$ cat src/lcc_pkg.sv
// Constants, command encodings and carrier types of the loop code command control block.
package lcc_pkg;

	// ----------------------------------------------------------------------
	// Register offsets and fields
	// ----------------------------------------------------------------------
	localparam logic [7:0] OFF_MODE     = 8'h00;
	localparam logic [7:0] OFF_LOOPTYPE = 8'h04;
	localparam logic [7:0] OFF_LOOPUP   = 8'h08;
	localparam logic [7:0] OFF_LOOPDOWN = 8'h0C;
	localparam logic [7:0] OFF_CODE     = 8'h10;
	localparam logic [7:0] OFF_PGMUP    = 8'h14;
	localparam logic [7:0] OFF_PGMDOWN  = 8'h18;
	localparam logic [7:0] OFF_STATUS   = 8'h1C;

	localparam int ARG_BIT       = 31;
	localparam int ON_BIT        = 0;
	localparam int SEL_LSB       = 0;
	localparam int CODE_ADDR_LSB = 8;

	localparam logic [7:0] MODECMD_LOCAL    = 8'h00;
	localparam logic [7:0] MODECMD_SLASH    = 8'h01;
	localparam logic [7:0] MODECMD_REMOTE   = 8'h02;
	localparam logic [7:0] MODECMD_TERMINAL = 8'h03;
	localparam logic [7:0] MODECMD_PERIOD   = 8'h04;

	// ----------------------------------------------------------------------
	// Address ranges
	// ----------------------------------------------------------------------
	localparam logic [7:0] ADDR_MIN       = 8'h01;
	localparam logic [7:0] REP_ADDR_MAX   = 8'h14;
	localparam logic [7:0] OR_ADDR_MAX    = 8'h02;
	localparam logic [7:0] MS_ADDR_MAX    = 8'h1C;
	localparam logic [5:0] LETTER_COUNT   = 6'h0C;
	localparam logic [5:0] DIGIT_COUNT    = 6'h03;
	localparam logic [1:0] FORM_LETTER    = 2'h0;
	localparam logic [1:0] FORM_A_LETTER  = 2'h1;

	// ----------------------------------------------------------------------
	// Timing
	// ----------------------------------------------------------------------
	localparam longint CLK_KHZ       = 100000;
	localparam longint LOOPUP_HOLD_MS = 250;
	localparam longint ARM_STEP_MS    = 2000;
	localparam int unsigned LOOPUP_HOLD_CYCLES = 32'(LOOPUP_HOLD_MS * CLK_KHZ);
	localparam int unsigned ARM_STEP_CYCLES    = 32'(ARM_STEP_MS * CLK_KHZ);

	// ----------------------------------------------------------------------
	// Types
	// ----------------------------------------------------------------------
	typedef enum logic [1:0] {MODE_LOCAL, MODE_REMOTE, MODE_TERMINAL} lcc_mode_type;
	typedef enum logic [1:0] {TX_IDLE, TX_ARM, TX_MAIN} lcc_state_type;
	typedef enum logic [4:0] {
		SEL_CSU, SEL_FACILITY_ONE_CODE, SEL_FACILITY_TWO_CODE, SEL_FACILITY_THREE_CODE, SEL_PGM, SEL_OFF_ARM_A, SEL_OFF_ARM_B, SEL_NIU_ARM,
		SEL_LINE_REP_A, SEL_OFF_REP, SEL_POWER_THROUGH_CODE, SEL_POWER_DOWN_CODE, SEL_POWER_LOOP_CODE, SEL_QUERY, SEL_TIMEOUT_DISABLE_CODE,
		SEL_LINE_REP_B, SEL_OFF_REP_B, SEL_SEQ, SEL_POWER_LOOP_QUERY_CODE, SEL_MS_SW, SEL_MS_RAMP,
		SEL_OFFICE_C, SEL_FIELD_C, SEL_LIMIT
	} lcc_sel_type;
	typedef enum logic [3:0] {
		FN_NONE, FN_LOOPUP, FN_LOOPDOWN, FN_ARM, FN_DISARM, FN_NIU_UP, FN_NIU_DOWN, FN_SINGLE,
		FN_POWERLOOP, FN_RELEASE, FN_SEQLOOP, FN_MS_CMD, FN_MS_RESET
	} lcc_func_type;
	typedef struct packed {
		logic         active;
		logic         outband;
		lcc_sel_type  sel;
		lcc_func_type func;
		logic [7:0]   addr;
		logic [15:0]  user_programmed_code;
	} lcc_tx_type;

endpackage

$ cat src/lcc_loop_code_control.sv
// Loop code command interpreter: local mode, loop type, loop-up/down transmit and code selection.
//
// Summary of operation
// - The local command leaves remote or terminal mode and hands control to the panel.
// - In local mode every front-panel switch is accepted, whatever the display mode.
// - Local mode holds until remote, terminal, period or any other valid command.
// - Loop-type command sets in-band or out-of-band, or reports it without argument.
// - The loop type also picks which kind of received loop code is answered.
// - The loop type applies only on extended superframe line formats.
// - Loop-down keeps sending until the code is no longer detected or disabled.
// - Loop-up keeps sending until detected continuously 250 ms or disabled.
// - The selected pattern arms automatic line loopback and drives the panel loop switches.
// - Selections cover CSU, facility one to three and separately programmed user codes.
// - Office-side arming: arm then interface loop-up; disarm then interface loop-down.
// - Interface-side arming sends only arm or disarm, toward the central office.
// - Addressed line-repeater selections take address 1 to 20, others rejected.
// - Power-thru, power-down, query and timeout-disable send one code either way.
// - Power-loop: loop-up sends power-loop, loop-down sends the release code.
// - The second vendor's office-repeater selection takes address 1 or 2 only.
// - Sequential loopback: loop-up sends sequential code, loop-down the ordinary code.
// - Maintenance switch and ramp selections take line card address 1 to 28.
// - Maintenance selections: arm then command on loop-up, arm then reset on loop-down.
// - Third vendor selections take the lettered, digit and A-prefixed address set.
//
// Decided for this implementation: the address map and the strobed register port.
`timescale 1ns/1ps

module lcc_loop_code_control #(
	parameter int unsigned LOOPUP_HOLD_CYCLES = lcc_pkg::LOOPUP_HOLD_CYCLES,
	parameter int unsigned ARM_STEP_CYCLES    = lcc_pkg::ARM_STEP_CYCLES
) (
	input  wire logic               core_clk,          // System clock, 100 MHz.
	input  wire logic               resetn,            // Asynchronous reset, active low.
	input  wire logic [7:0]         regAddr,           // Register byte address.
	input  wire logic [31:0]        regWrData,         // Register write data.
	input  wire logic               regWr,             // Write strobe.
	input  wire logic               regRd,             // Read strobe.
	output logic [31:0]             regRdData,         // Read data, valid the cycle after the strobe.
	input  wire logic               lineIsEsf,         // Line format is ESF or fractional ESF.
	input  wire logic               rxSelDetect,       // Receiver sees the code being sent.
	input  wire logic               rxLoopUpSeen,      // Selected loop-up code received.
	input  wire logic               rxLoopDownSeen,    // Selected loop-down code received.
	input  wire logic               rxOutband,         // Received code came out-of-band.
	input  wire logic               panelLoopUp,       // Front-panel loop-up switch pulse.
	input  wire logic               panelLoopDown,     // Front-panel loop-down switch pulse.
	output logic                    panelSwitchEnable, // Front-panel switches accepted.
	output lcc_pkg::lcc_tx_type     txCode,            // Code the transmitter must send.
	output logic                    respondOutband,    // Answer out-of-band codes, not in-band.
	output logic                    autoLineLoopback   // Automatic line loopback engaged.
);

	// ----------------------------------------------------------------------
	// Address decode and command classification
	// ----------------------------------------------------------------------
	logic mapped;
	logic hasArg;
	logic rejected;
	logic validCmd;
	logic wrMode;
	logic wrType;
	logic wrUp;
	logic wrDown;
	logic wrCode;
	lcc_pkg::lcc_sel_type newSel;
	logic [7:0] newAddr;
	always_comb begin
		mapped = (regAddr[1:0] == 2'h0) && (regAddr <= lcc_pkg::OFF_STATUS);
		hasArg = regWrData[lcc_pkg::ARG_BIT];
		wrMode = regWr && (regAddr == lcc_pkg::OFF_MODE);
		wrType = regWr && (regAddr == lcc_pkg::OFF_LOOPTYPE) && hasArg;
		wrUp   = regWr && (regAddr == lcc_pkg::OFF_LOOPUP) && hasArg;
		wrDown = regWr && (regAddr == lcc_pkg::OFF_LOOPDOWN) && hasArg;
		wrCode = regWr && (regAddr == lcc_pkg::OFF_CODE) && hasArg;
		newSel = lcc_pkg::lcc_sel_type'(regWrData[lcc_pkg::SEL_LSB +: 5]);
		newAddr = regWrData[lcc_pkg::CODE_ADDR_LSB +: 8];
		rejected = wrCode && ((regWrData[lcc_pkg::SEL_LSB +: 5] >= 5'(lcc_pkg::SEL_LIMIT))
			|| !addrValid(newSel, newAddr));
		validCmd = ((regWr && mapped) || (regRd && mapped)) && !rejected;
	end

	// Address check per selection; selections without an address always pass.
	function automatic logic addrValid(input lcc_pkg::lcc_sel_type sel, input logic [7:0] addr);
		logic [5:0] idx;
		idx = addr[5:0];
		case (sel)
			lcc_pkg::SEL_LINE_REP_A, lcc_pkg::SEL_LINE_REP_B:
				return (addr >= lcc_pkg::ADDR_MIN) && (addr <= lcc_pkg::REP_ADDR_MAX);
			lcc_pkg::SEL_OFF_REP_B:
				return (addr >= lcc_pkg::ADDR_MIN) && (addr <= lcc_pkg::OR_ADDR_MAX);
			lcc_pkg::SEL_MS_SW, lcc_pkg::SEL_MS_RAMP:
				return (addr >= lcc_pkg::ADDR_MIN) && (addr <= lcc_pkg::MS_ADDR_MAX);
			lcc_pkg::SEL_OFFICE_C, lcc_pkg::SEL_FIELD_C:
				if (addr[7:6] == lcc_pkg::FORM_LETTER || addr[7:6] == lcc_pkg::FORM_A_LETTER) begin
					return idx < lcc_pkg::LETTER_COUNT;
				end else begin
					return idx < lcc_pkg::DIGIT_COUNT;
				end
			default:
				return 1'b1;
		endcase
	endfunction

	// Selections that send an arming code before their main code.
	function automatic logic twoStep(input lcc_pkg::lcc_sel_type sel);
		return (sel == lcc_pkg::SEL_OFF_ARM_A) || (sel == lcc_pkg::SEL_OFF_ARM_B)
			|| (sel == lcc_pkg::SEL_MS_SW) || (sel == lcc_pkg::SEL_MS_RAMP);
	endfunction

	// Code function for a selection, direction and step.
	function automatic lcc_pkg::lcc_func_type codeFor(input lcc_pkg::lcc_sel_type sel, input logic up,
		input logic second);
		case (sel)
			lcc_pkg::SEL_OFF_ARM_A, lcc_pkg::SEL_OFF_ARM_B:
				if (second) begin
					return up ? lcc_pkg::FN_NIU_UP : lcc_pkg::FN_NIU_DOWN;
				end else begin
					return up ? lcc_pkg::FN_ARM : lcc_pkg::FN_DISARM;
				end
			lcc_pkg::SEL_NIU_ARM:
				return up ? lcc_pkg::FN_ARM : lcc_pkg::FN_DISARM;
			lcc_pkg::SEL_MS_SW, lcc_pkg::SEL_MS_RAMP:
				if (second) begin
					return up ? lcc_pkg::FN_MS_CMD : lcc_pkg::FN_MS_RESET;
				end else begin
					return lcc_pkg::FN_ARM;
				end
			lcc_pkg::SEL_POWER_THROUGH_CODE, lcc_pkg::SEL_POWER_DOWN_CODE, lcc_pkg::SEL_QUERY, lcc_pkg::SEL_POWER_LOOP_QUERY_CODE,
			lcc_pkg::SEL_TIMEOUT_DISABLE_CODE:
				return lcc_pkg::FN_SINGLE;
			lcc_pkg::SEL_POWER_LOOP_CODE:
				return up ? lcc_pkg::FN_POWERLOOP : lcc_pkg::FN_RELEASE;
			lcc_pkg::SEL_SEQ:
				return up ? lcc_pkg::FN_SEQLOOP : lcc_pkg::FN_LOOPDOWN;
			default:
				return up ? lcc_pkg::FN_LOOPUP : lcc_pkg::FN_LOOPDOWN;
		endcase
	endfunction

	// ----------------------------------------------------------------------
	// Control mode
	// ----------------------------------------------------------------------
	lcc_pkg::lcc_mode_type mode_reg;
	lcc_pkg::lcc_mode_type lastRemote_reg;
	logic localMode;
	logic wantLocal;
	assign localMode = (mode_reg == lcc_pkg::MODE_LOCAL);
	assign wantLocal = wrMode && (regWrData[7:0] == lcc_pkg::MODECMD_LOCAL
		|| regWrData[7:0] == lcc_pkg::MODECMD_SLASH);
	always_ff @(posedge core_clk or negedge resetn) begin
		if (!resetn) begin
			mode_reg       <= lcc_pkg::MODE_LOCAL;
			lastRemote_reg <= lcc_pkg::MODE_REMOTE;
		end else if (wantLocal) begin
			if (!localMode) begin
				lastRemote_reg <= mode_reg;
			end
			mode_reg <= lcc_pkg::MODE_LOCAL;
		end else if (wrMode && regWrData[7:0] == lcc_pkg::MODECMD_REMOTE) begin
			mode_reg <= lcc_pkg::MODE_REMOTE;
		end else if (wrMode && regWrData[7:0] == lcc_pkg::MODECMD_TERMINAL) begin
			mode_reg <= lcc_pkg::MODE_TERMINAL;
		end else if (localMode && validCmd) begin
			// A period or any other valid command resumes the last remote-side mode.
			mode_reg <= lastRemote_reg;
		end
	end
	always_ff @(posedge core_clk or negedge resetn) begin
		if (!resetn) begin
			panelSwitchEnable <= 1'b1;
		end else begin
			panelSwitchEnable <= localMode;
		end
	end

	// ----------------------------------------------------------------------
	// Settings
	// ----------------------------------------------------------------------
	logic outband_reg;
	lcc_pkg::lcc_sel_type sel_reg;
	logic [7:0] addr_reg;
	logic [15:0] pgmUp_reg;
	logic [15:0] pgmDown_reg;
	always_ff @(posedge core_clk or negedge resetn) begin
		if (!resetn) begin
			outband_reg <= 1'b0;
		end else if (wrType) begin
			outband_reg <= regWrData[lcc_pkg::ON_BIT];
		end
	end
	always_ff @(posedge core_clk or negedge resetn) begin
		if (!resetn) begin
			sel_reg  <= lcc_pkg::SEL_CSU;
			addr_reg <= 8'h01;
		end else if (wrCode && !rejected) begin
			sel_reg  <= newSel;
			addr_reg <= newAddr;
		end
	end
	always_ff @(posedge core_clk or negedge resetn) begin
		if (!resetn) begin
			pgmUp_reg   <= 16'h0000;
			pgmDown_reg <= 16'h0000;
		end else begin
			if (regWr && regAddr == lcc_pkg::OFF_PGMUP && hasArg) begin
				pgmUp_reg <= regWrData[15:0];
			end
			if (regWr && regAddr == lcc_pkg::OFF_PGMDOWN && hasArg) begin
				pgmDown_reg <= regWrData[15:0];
			end
		end
	end
	// The type is only meaningful on ESF lines; elsewhere everything is in-band.
	always_ff @(posedge core_clk or negedge resetn) begin
		if (!resetn) begin
			respondOutband <= 1'b0;
		end else begin
			respondOutband <= outband_reg && lineIsEsf;
		end
	end

	// ----------------------------------------------------------------------
	// Loop-up and loop-down transmission
	// ----------------------------------------------------------------------
	lcc_pkg::lcc_state_type state_reg;
	logic dirUp_reg;
	logic seen_reg;
	logic [31:0] count_reg;
	logic startUp;
	logic startDown;
	logic stopUp;
	logic stopDown;
	always_comb begin
		startUp   = (wrUp && regWrData[lcc_pkg::ON_BIT]) || (localMode && panelLoopUp);
		startDown = (wrDown && regWrData[lcc_pkg::ON_BIT]) || (localMode && panelLoopDown);
		stopUp    = wrUp && !regWrData[lcc_pkg::ON_BIT];
		stopDown  = wrDown && !regWrData[lcc_pkg::ON_BIT];
	end

	always_ff @(posedge core_clk or negedge resetn) begin
		if (!resetn) begin
			state_reg <= lcc_pkg::TX_IDLE;
			dirUp_reg <= 1'b0;
			seen_reg  <= 1'b0;
			count_reg <= 32'h00000000;
		end else if (startUp || startDown) begin
			// Starting one direction replaces any transfer already under way.
			state_reg <= twoStep(sel_reg) ? lcc_pkg::TX_ARM : lcc_pkg::TX_MAIN;
			dirUp_reg <= startUp;
			seen_reg  <= 1'b0;
			count_reg <= 32'h00000000;
		end else if ((stopUp && dirUp_reg) || (stopDown && !dirUp_reg)) begin
			state_reg <= lcc_pkg::TX_IDLE;
		end else begin
			unique case (state_reg)
				lcc_pkg::TX_IDLE: begin
					count_reg <= 32'h00000000;
				end
				lcc_pkg::TX_ARM: begin
					if (count_reg >= ARM_STEP_CYCLES - 1) begin
						state_reg <= lcc_pkg::TX_MAIN;
						count_reg <= 32'h00000000;
					end else begin
						count_reg <= count_reg + 32'h00000001;
					end
				end
				lcc_pkg::TX_MAIN: begin
					if (dirUp_reg) begin
						if (!rxSelDetect) begin
							count_reg <= 32'h00000000;
						end else if (count_reg >= LOOPUP_HOLD_CYCLES - 1) begin
							state_reg <= lcc_pkg::TX_IDLE;
						end else begin
							count_reg <= count_reg + 32'h00000001;
						end
					end else if (rxSelDetect) begin
						seen_reg <= 1'b1;
					end else if (seen_reg) begin
						state_reg <= lcc_pkg::TX_IDLE;
					end
				end
			endcase
		end
	end
	always_ff @(posedge core_clk or negedge resetn) begin
		if (!resetn) begin
			txCode <= '{active: 1'b0, outband: 1'b0, sel: lcc_pkg::SEL_CSU, func: lcc_pkg::FN_NONE,
				addr: 8'h00, user_programmed_code: 16'h0000};
		end else begin
			txCode.active  <= (state_reg != lcc_pkg::TX_IDLE);
			txCode.outband <= outband_reg && lineIsEsf;
			txCode.sel     <= sel_reg;
			txCode.func    <= (state_reg == lcc_pkg::TX_IDLE) ? lcc_pkg::FN_NONE
				: codeFor(sel_reg, dirUp_reg, state_reg == lcc_pkg::TX_MAIN);
			txCode.addr    <= addr_reg;
			txCode.user_programmed_code     <= dirUp_reg ? pgmUp_reg : pgmDown_reg;
		end
	end

	// ----------------------------------------------------------------------
	// Automatic line loopback and status
	// ----------------------------------------------------------------------
	logic kindMatch;
	logic error_reg;

	assign kindMatch = (rxOutband == (outband_reg && lineIsEsf));
	always_ff @(posedge core_clk or negedge resetn) begin
		if (!resetn) begin
			autoLineLoopback <= 1'b0;
		end else if (kindMatch && rxLoopUpSeen) begin
			autoLineLoopback <= 1'b1;
		end else if (kindMatch && rxLoopDownSeen) begin
			autoLineLoopback <= 1'b0;
		end
	end
	// A rejection in the same cycle as the status read survives the clear.
	always_ff @(posedge core_clk or negedge resetn) begin
		if (!resetn) begin
			error_reg <= 1'b0;
		end else if (rejected) begin
			error_reg <= 1'b1;
		end else if (regRd && regAddr == lcc_pkg::OFF_STATUS) begin
			error_reg <= 1'b0;
		end
	end

	// ----------------------------------------------------------------------
	// Read port
	// ----------------------------------------------------------------------
	always_ff @(posedge core_clk or negedge resetn) begin
		if (!resetn) begin
			regRdData <= 32'h00000000;
		end else if (regRd) begin
			case (regAddr)
				lcc_pkg::OFF_MODE:     regRdData <= {30'h00000000, mode_reg};
				lcc_pkg::OFF_LOOPTYPE: regRdData <= {31'h00000000, outband_reg};
				lcc_pkg::OFF_LOOPUP:   regRdData <= {31'h00000000,
					(state_reg != lcc_pkg::TX_IDLE) && dirUp_reg};
				lcc_pkg::OFF_LOOPDOWN: regRdData <= {31'h00000000,
					(state_reg != lcc_pkg::TX_IDLE) && !dirUp_reg};
				lcc_pkg::OFF_CODE:     regRdData <= {16'h0000, addr_reg, 3'h0, sel_reg};
				lcc_pkg::OFF_PGMUP:    regRdData <= {16'h0000, pgmUp_reg};
				lcc_pkg::OFF_PGMDOWN:  regRdData <= {16'h0000, pgmDown_reg};
				lcc_pkg::OFF_STATUS:   regRdData <= {26'h0000000, state_reg, autoLineLoopback,
					respondOutband, localMode, error_reg};
				default:               regRdData <= 32'h00000000;
			endcase
		end else begin
			regRdData <= 32'h00000000;
		end
	end
endmodule

$ cat config.mk
export PLATFORM = sky130hd
export DESIGN_NAME = lcc_loop_code_control
export DESIGN_NICKNAME = d
export VERILOG_FILES = /design/src/lcc_pkg.sv /design/src/lcc_loop_code_control.sv
export SDC_FILE = /design/constraint.sdc
export NUM_CORES = 1
export LEC_CHECK = 0
export BUFFER_PORTS_ARGS = -buffer_cell sky130_fd_sc_hd__buf_4
export CORE_ASPECT_RATIO = 1.1
export CORE_MARGIN = 2
export CORE_UTILIZATION = 61
export CTS_CLUSTER_DIAMETER = 30
export DETAILED_ROUTE_END_ITERATION = 10
export PLACE_DENSITY = 0.85
export SLEW_MARGIN = 20
export SYNTH_ARGS = -nofsm -noshare
export SYNTH_HDL_FRONTEND = slang
export SYNTH_SLANG_ARGS = --single-unit
export TNS_END_PERCENT = 100
$ cat constraint.sdc
create_clock -name core_clk -period 3.4 [get_ports core_clk]
set_input_delay 0.51 -clock core_clk [delete_from_list [all_inputs] [get_ports core_clk]]
set_output_delay 0.51 -clock core_clk [all_outputs]
set_load 0.02 [all_outputs]
==> results by group <==
Outcome
  – Run status: finished, final reports clean

Die
  – I/O pin total: 121
  – Die area: 12600 µm²
  – Die W: 107 µm
  – Core box area: 11400 µm²
  – Row count: 41
  – Die span in y: 117 µm
  – Starting density of the core: 0.623

STA
  – Post-layout minimum cycle time: 2990 ps
  – # setup viols final: 0
  – Max Clk Rate: 0.334 GHz
  – Tightest Pin Transition: 926 ps
  – Setup TNS: 0 ps
  – Slew HR: 0.377
  – Final worst path period share: 0.880
  – RSZ-0062 raised after global routing: no
  – Setup Skew: 10.8 ps
  – Endpoints failing hold: 0
  – Max Slew Vio Count: 0

Synthesis
  – Synthesized area per cell: 10.5 µm²
  – FFs w/ async S/R, synth: 1.00
  – Yosys warns: 0
  – Gate Count Post-Synth: 680
  – Synth Cell Area: 7120 µm²
  – Synth top area share: 0.481
  – Register area share after synthesis: 0.492
  – Synthesis-stage register bit count: 140
  – Number of flops mapped to enable cells by yosys: 0
  – Synth top area cells: dfrtp_1, mux2_2, nor2_1, nand2_1, o21ai_0
  – Most frequent cell after synthesis: dfrtp_1
  – Top cells by count, synth: dfrtp_1, mux2_2, nor2_1
  – Area leader, netlist: dfrtp_1
  – Post-synth cell types: 74
  – Synth Flop Type: dfrtp_1

Clock tree
  – Post-CTS Setup Inserts: 0
  – CTS tree: yes
  – Clock Sinks: 140
  – TritonCTS Buffers: 17
  – Hold-fix buffers, CTS: 0
  – Clock Pin Slew Worst Setup and Hold Paths: 60 ps
  – Max Root-Sink Buffers: 2
  – Post-cts sizing count: 0
  – H-tree levels: 4
  – Clock Latency Late Sink: 430 ps
  – Root buffer cell: clkbuf_16

Power and ir drop
  – Reg power frac: 0.451
  – Clock share of power: 0.467
  – Sw power: 973 µW
  – Leakage: 0.00401 µW
  – Switching share of power: 0.256
  – Pwr Density: 453 nW/µm²
  – Peak VDD IR: 0.431 mV
  – Logic pwr share: 0.082
  – P_int: 2830 µW

Global route
  – Initial antenna violation count: 0
  – First-pass GRT wire length: 28.6 mm
  – Pin count of the biggest net entering global routing: 72
  – Grt ovf: 0
  – GR Util All Layers: 0.289
  – Vias in the first global route: 5832

Layout
  – Share of cells above drive strength 1: 0.271
  – Area Overhead vs Synth: 18.1%
  – Fillers: 767
  – Max FFs per register: 35
  – Nets: 823
  – Antenna cells: 0
  – Final non-filler cell total: 928

Worst setup path
  – Crit path max-delay cell type: o2111a_2
  – Crit end category: register
  – Crit Path Class: register to register
  – CP delay by family, top: compound AO/OA/AOI/OAI gates
  – CP max FO: 23
  – Worst EP required: 3740 ps
  – Critical path, cell by cell: or4_1, a311oi_2, nor3_1, o21ai_2, o2111a_2, nand2_1, mux2i_1
  – Max incr delay on CP: 660 ps
  – Worst Path Buf+Inv: 0
  – Crit path DAT: 3330 ps
  – Critical Path Start Type: register

Route
  – Vias: 5761
  – Drt drc: 0
  – Routed len/inst: 18.9 µm
  – Drt total wl: 17.6 mm
  – 1st-pass router iterations: 6
  – Remaining antenna violation count: 0
  – Vias/cell: 6.21
  – 1st-iter DRT viols: 466

Placed design
  – Post-Place Cells: 896
  – PortBufs: 89
  – HPWL after DPL: 11.6 mm
  – Placer Congestion: 0.913

Hold path
  – Hold crit path type: primary input to asynchronous set/reset pin

Job
  – MaxCap Viol Count: 0
-- worst register-to-register path: stages, from the launching register on --
cell,delay [ps]
dfrtp_1,460
or4_1,560
a311oi_2,260
nor3_1,130
o21ai_2,550
o2111a_2,660
nand2_1,110
mux2i_1,170
-- layout make-up --
cell class / count / area, µm² / area share
Clock inverter: 13 / 133 / 0.0158
Timing Repair Buffer: 101 / 774 / 0.0920
Sequential cell: 140 / 3510 / 0.417
Clock buffer: 19 / 433 / 0.0514
Multi-Input combinational cell: 485 / 3310 / 0.393
Tap cell: 150 / 188 / 0.0223
Inverter: 20 / 75.1 / 0.00892
-- kinds of logic (layout without fill, tap and decap cells) --
logic type	count (synthesis)	in the layout	synth area share
other cells	1	16	0.000526
buf+inv	70	153	0.0516
simple gates	232	232	0.171
compound gates	145	145	0.136
mux	81	81	0.132
flops	140	140	0.492
fa+ha+maj	7	7	0.0123
xor+xnor	4	4	0.00492
-- cells in the final DEF (no fill, tap or decap), types with 14 or more instances in the layout --
cell type,n
mux2_2,61
o21ai_0,36
inv_1,19
nand2_1,53
a21oi_1,31
nor2_1,60
nor2b_1,14
dfrtp_1,137
buf_4,99
nand3_1,16
clkbuf_16,17
conb_1,16
nand4_1,14
-- power groups by stage --
stage / clock (µW) / combinational, µW / sequential, µW
finish: 1780 / 312 / 1720
global route: 1870 / 340 / 1720
CTS: 1790 / 311 / 1720
detailed placement: 0 / 308 / 1750
global placement: 0 / 297 / 1750
floorplan: 0 / 172 / 1760
-- final timing paths --
check | start | endpoint | slack [ps] | depth (start not counted)
max | count_reg[15] | count_reg[14] | 410 | 7
min | resetn | txCode[32] | 80 | 1
max reg2reg | count_reg[15] | count_reg[14] | 410 | 7
min reg2reg | addr_reg[1] | txCode[17] | 400 | 0
max in group asynchronous | resetn | txCode[14] | 2530 | 2
min in group core_clk | rxLoopUpSeen | autoLineLoopback | 320 | 2
-- layer usage --
metal / up-vias / global-route usage / share of wire
li1: 2618 / - / -
met1: 2847 / 0.363 / 0.40
met2: 246 / 0.478 / 0.51
met3: 50 / 0.0756 / 0.067
met4: 0 / 0.110 / 0.026
met5: - / 0 / 0
-- per-stage QoR --
| step | util | setup WS (ps) | hold WS (ps) | total power, µW | area [µm²] |
|---|---|---|---|---|---|
| floorplan | - | 908 | 214 | 1930 | 7180 |
| global placement | 0.686 | 510 | 381 | 2040 | 7850 |
| detailed placement | 0.686 | 424 | 387 | 2060 | 7850 |
| CTS | 0.736 | 437 | 110 | 3820 | 8420 |
| global route | 0.736 | 174 | 147 | 3930 | 8420 |
| finish | 0.736 | 408 | 79.3 | 3810 | 8420 |
Note: power is estimated with default switching activity, not from simulation.
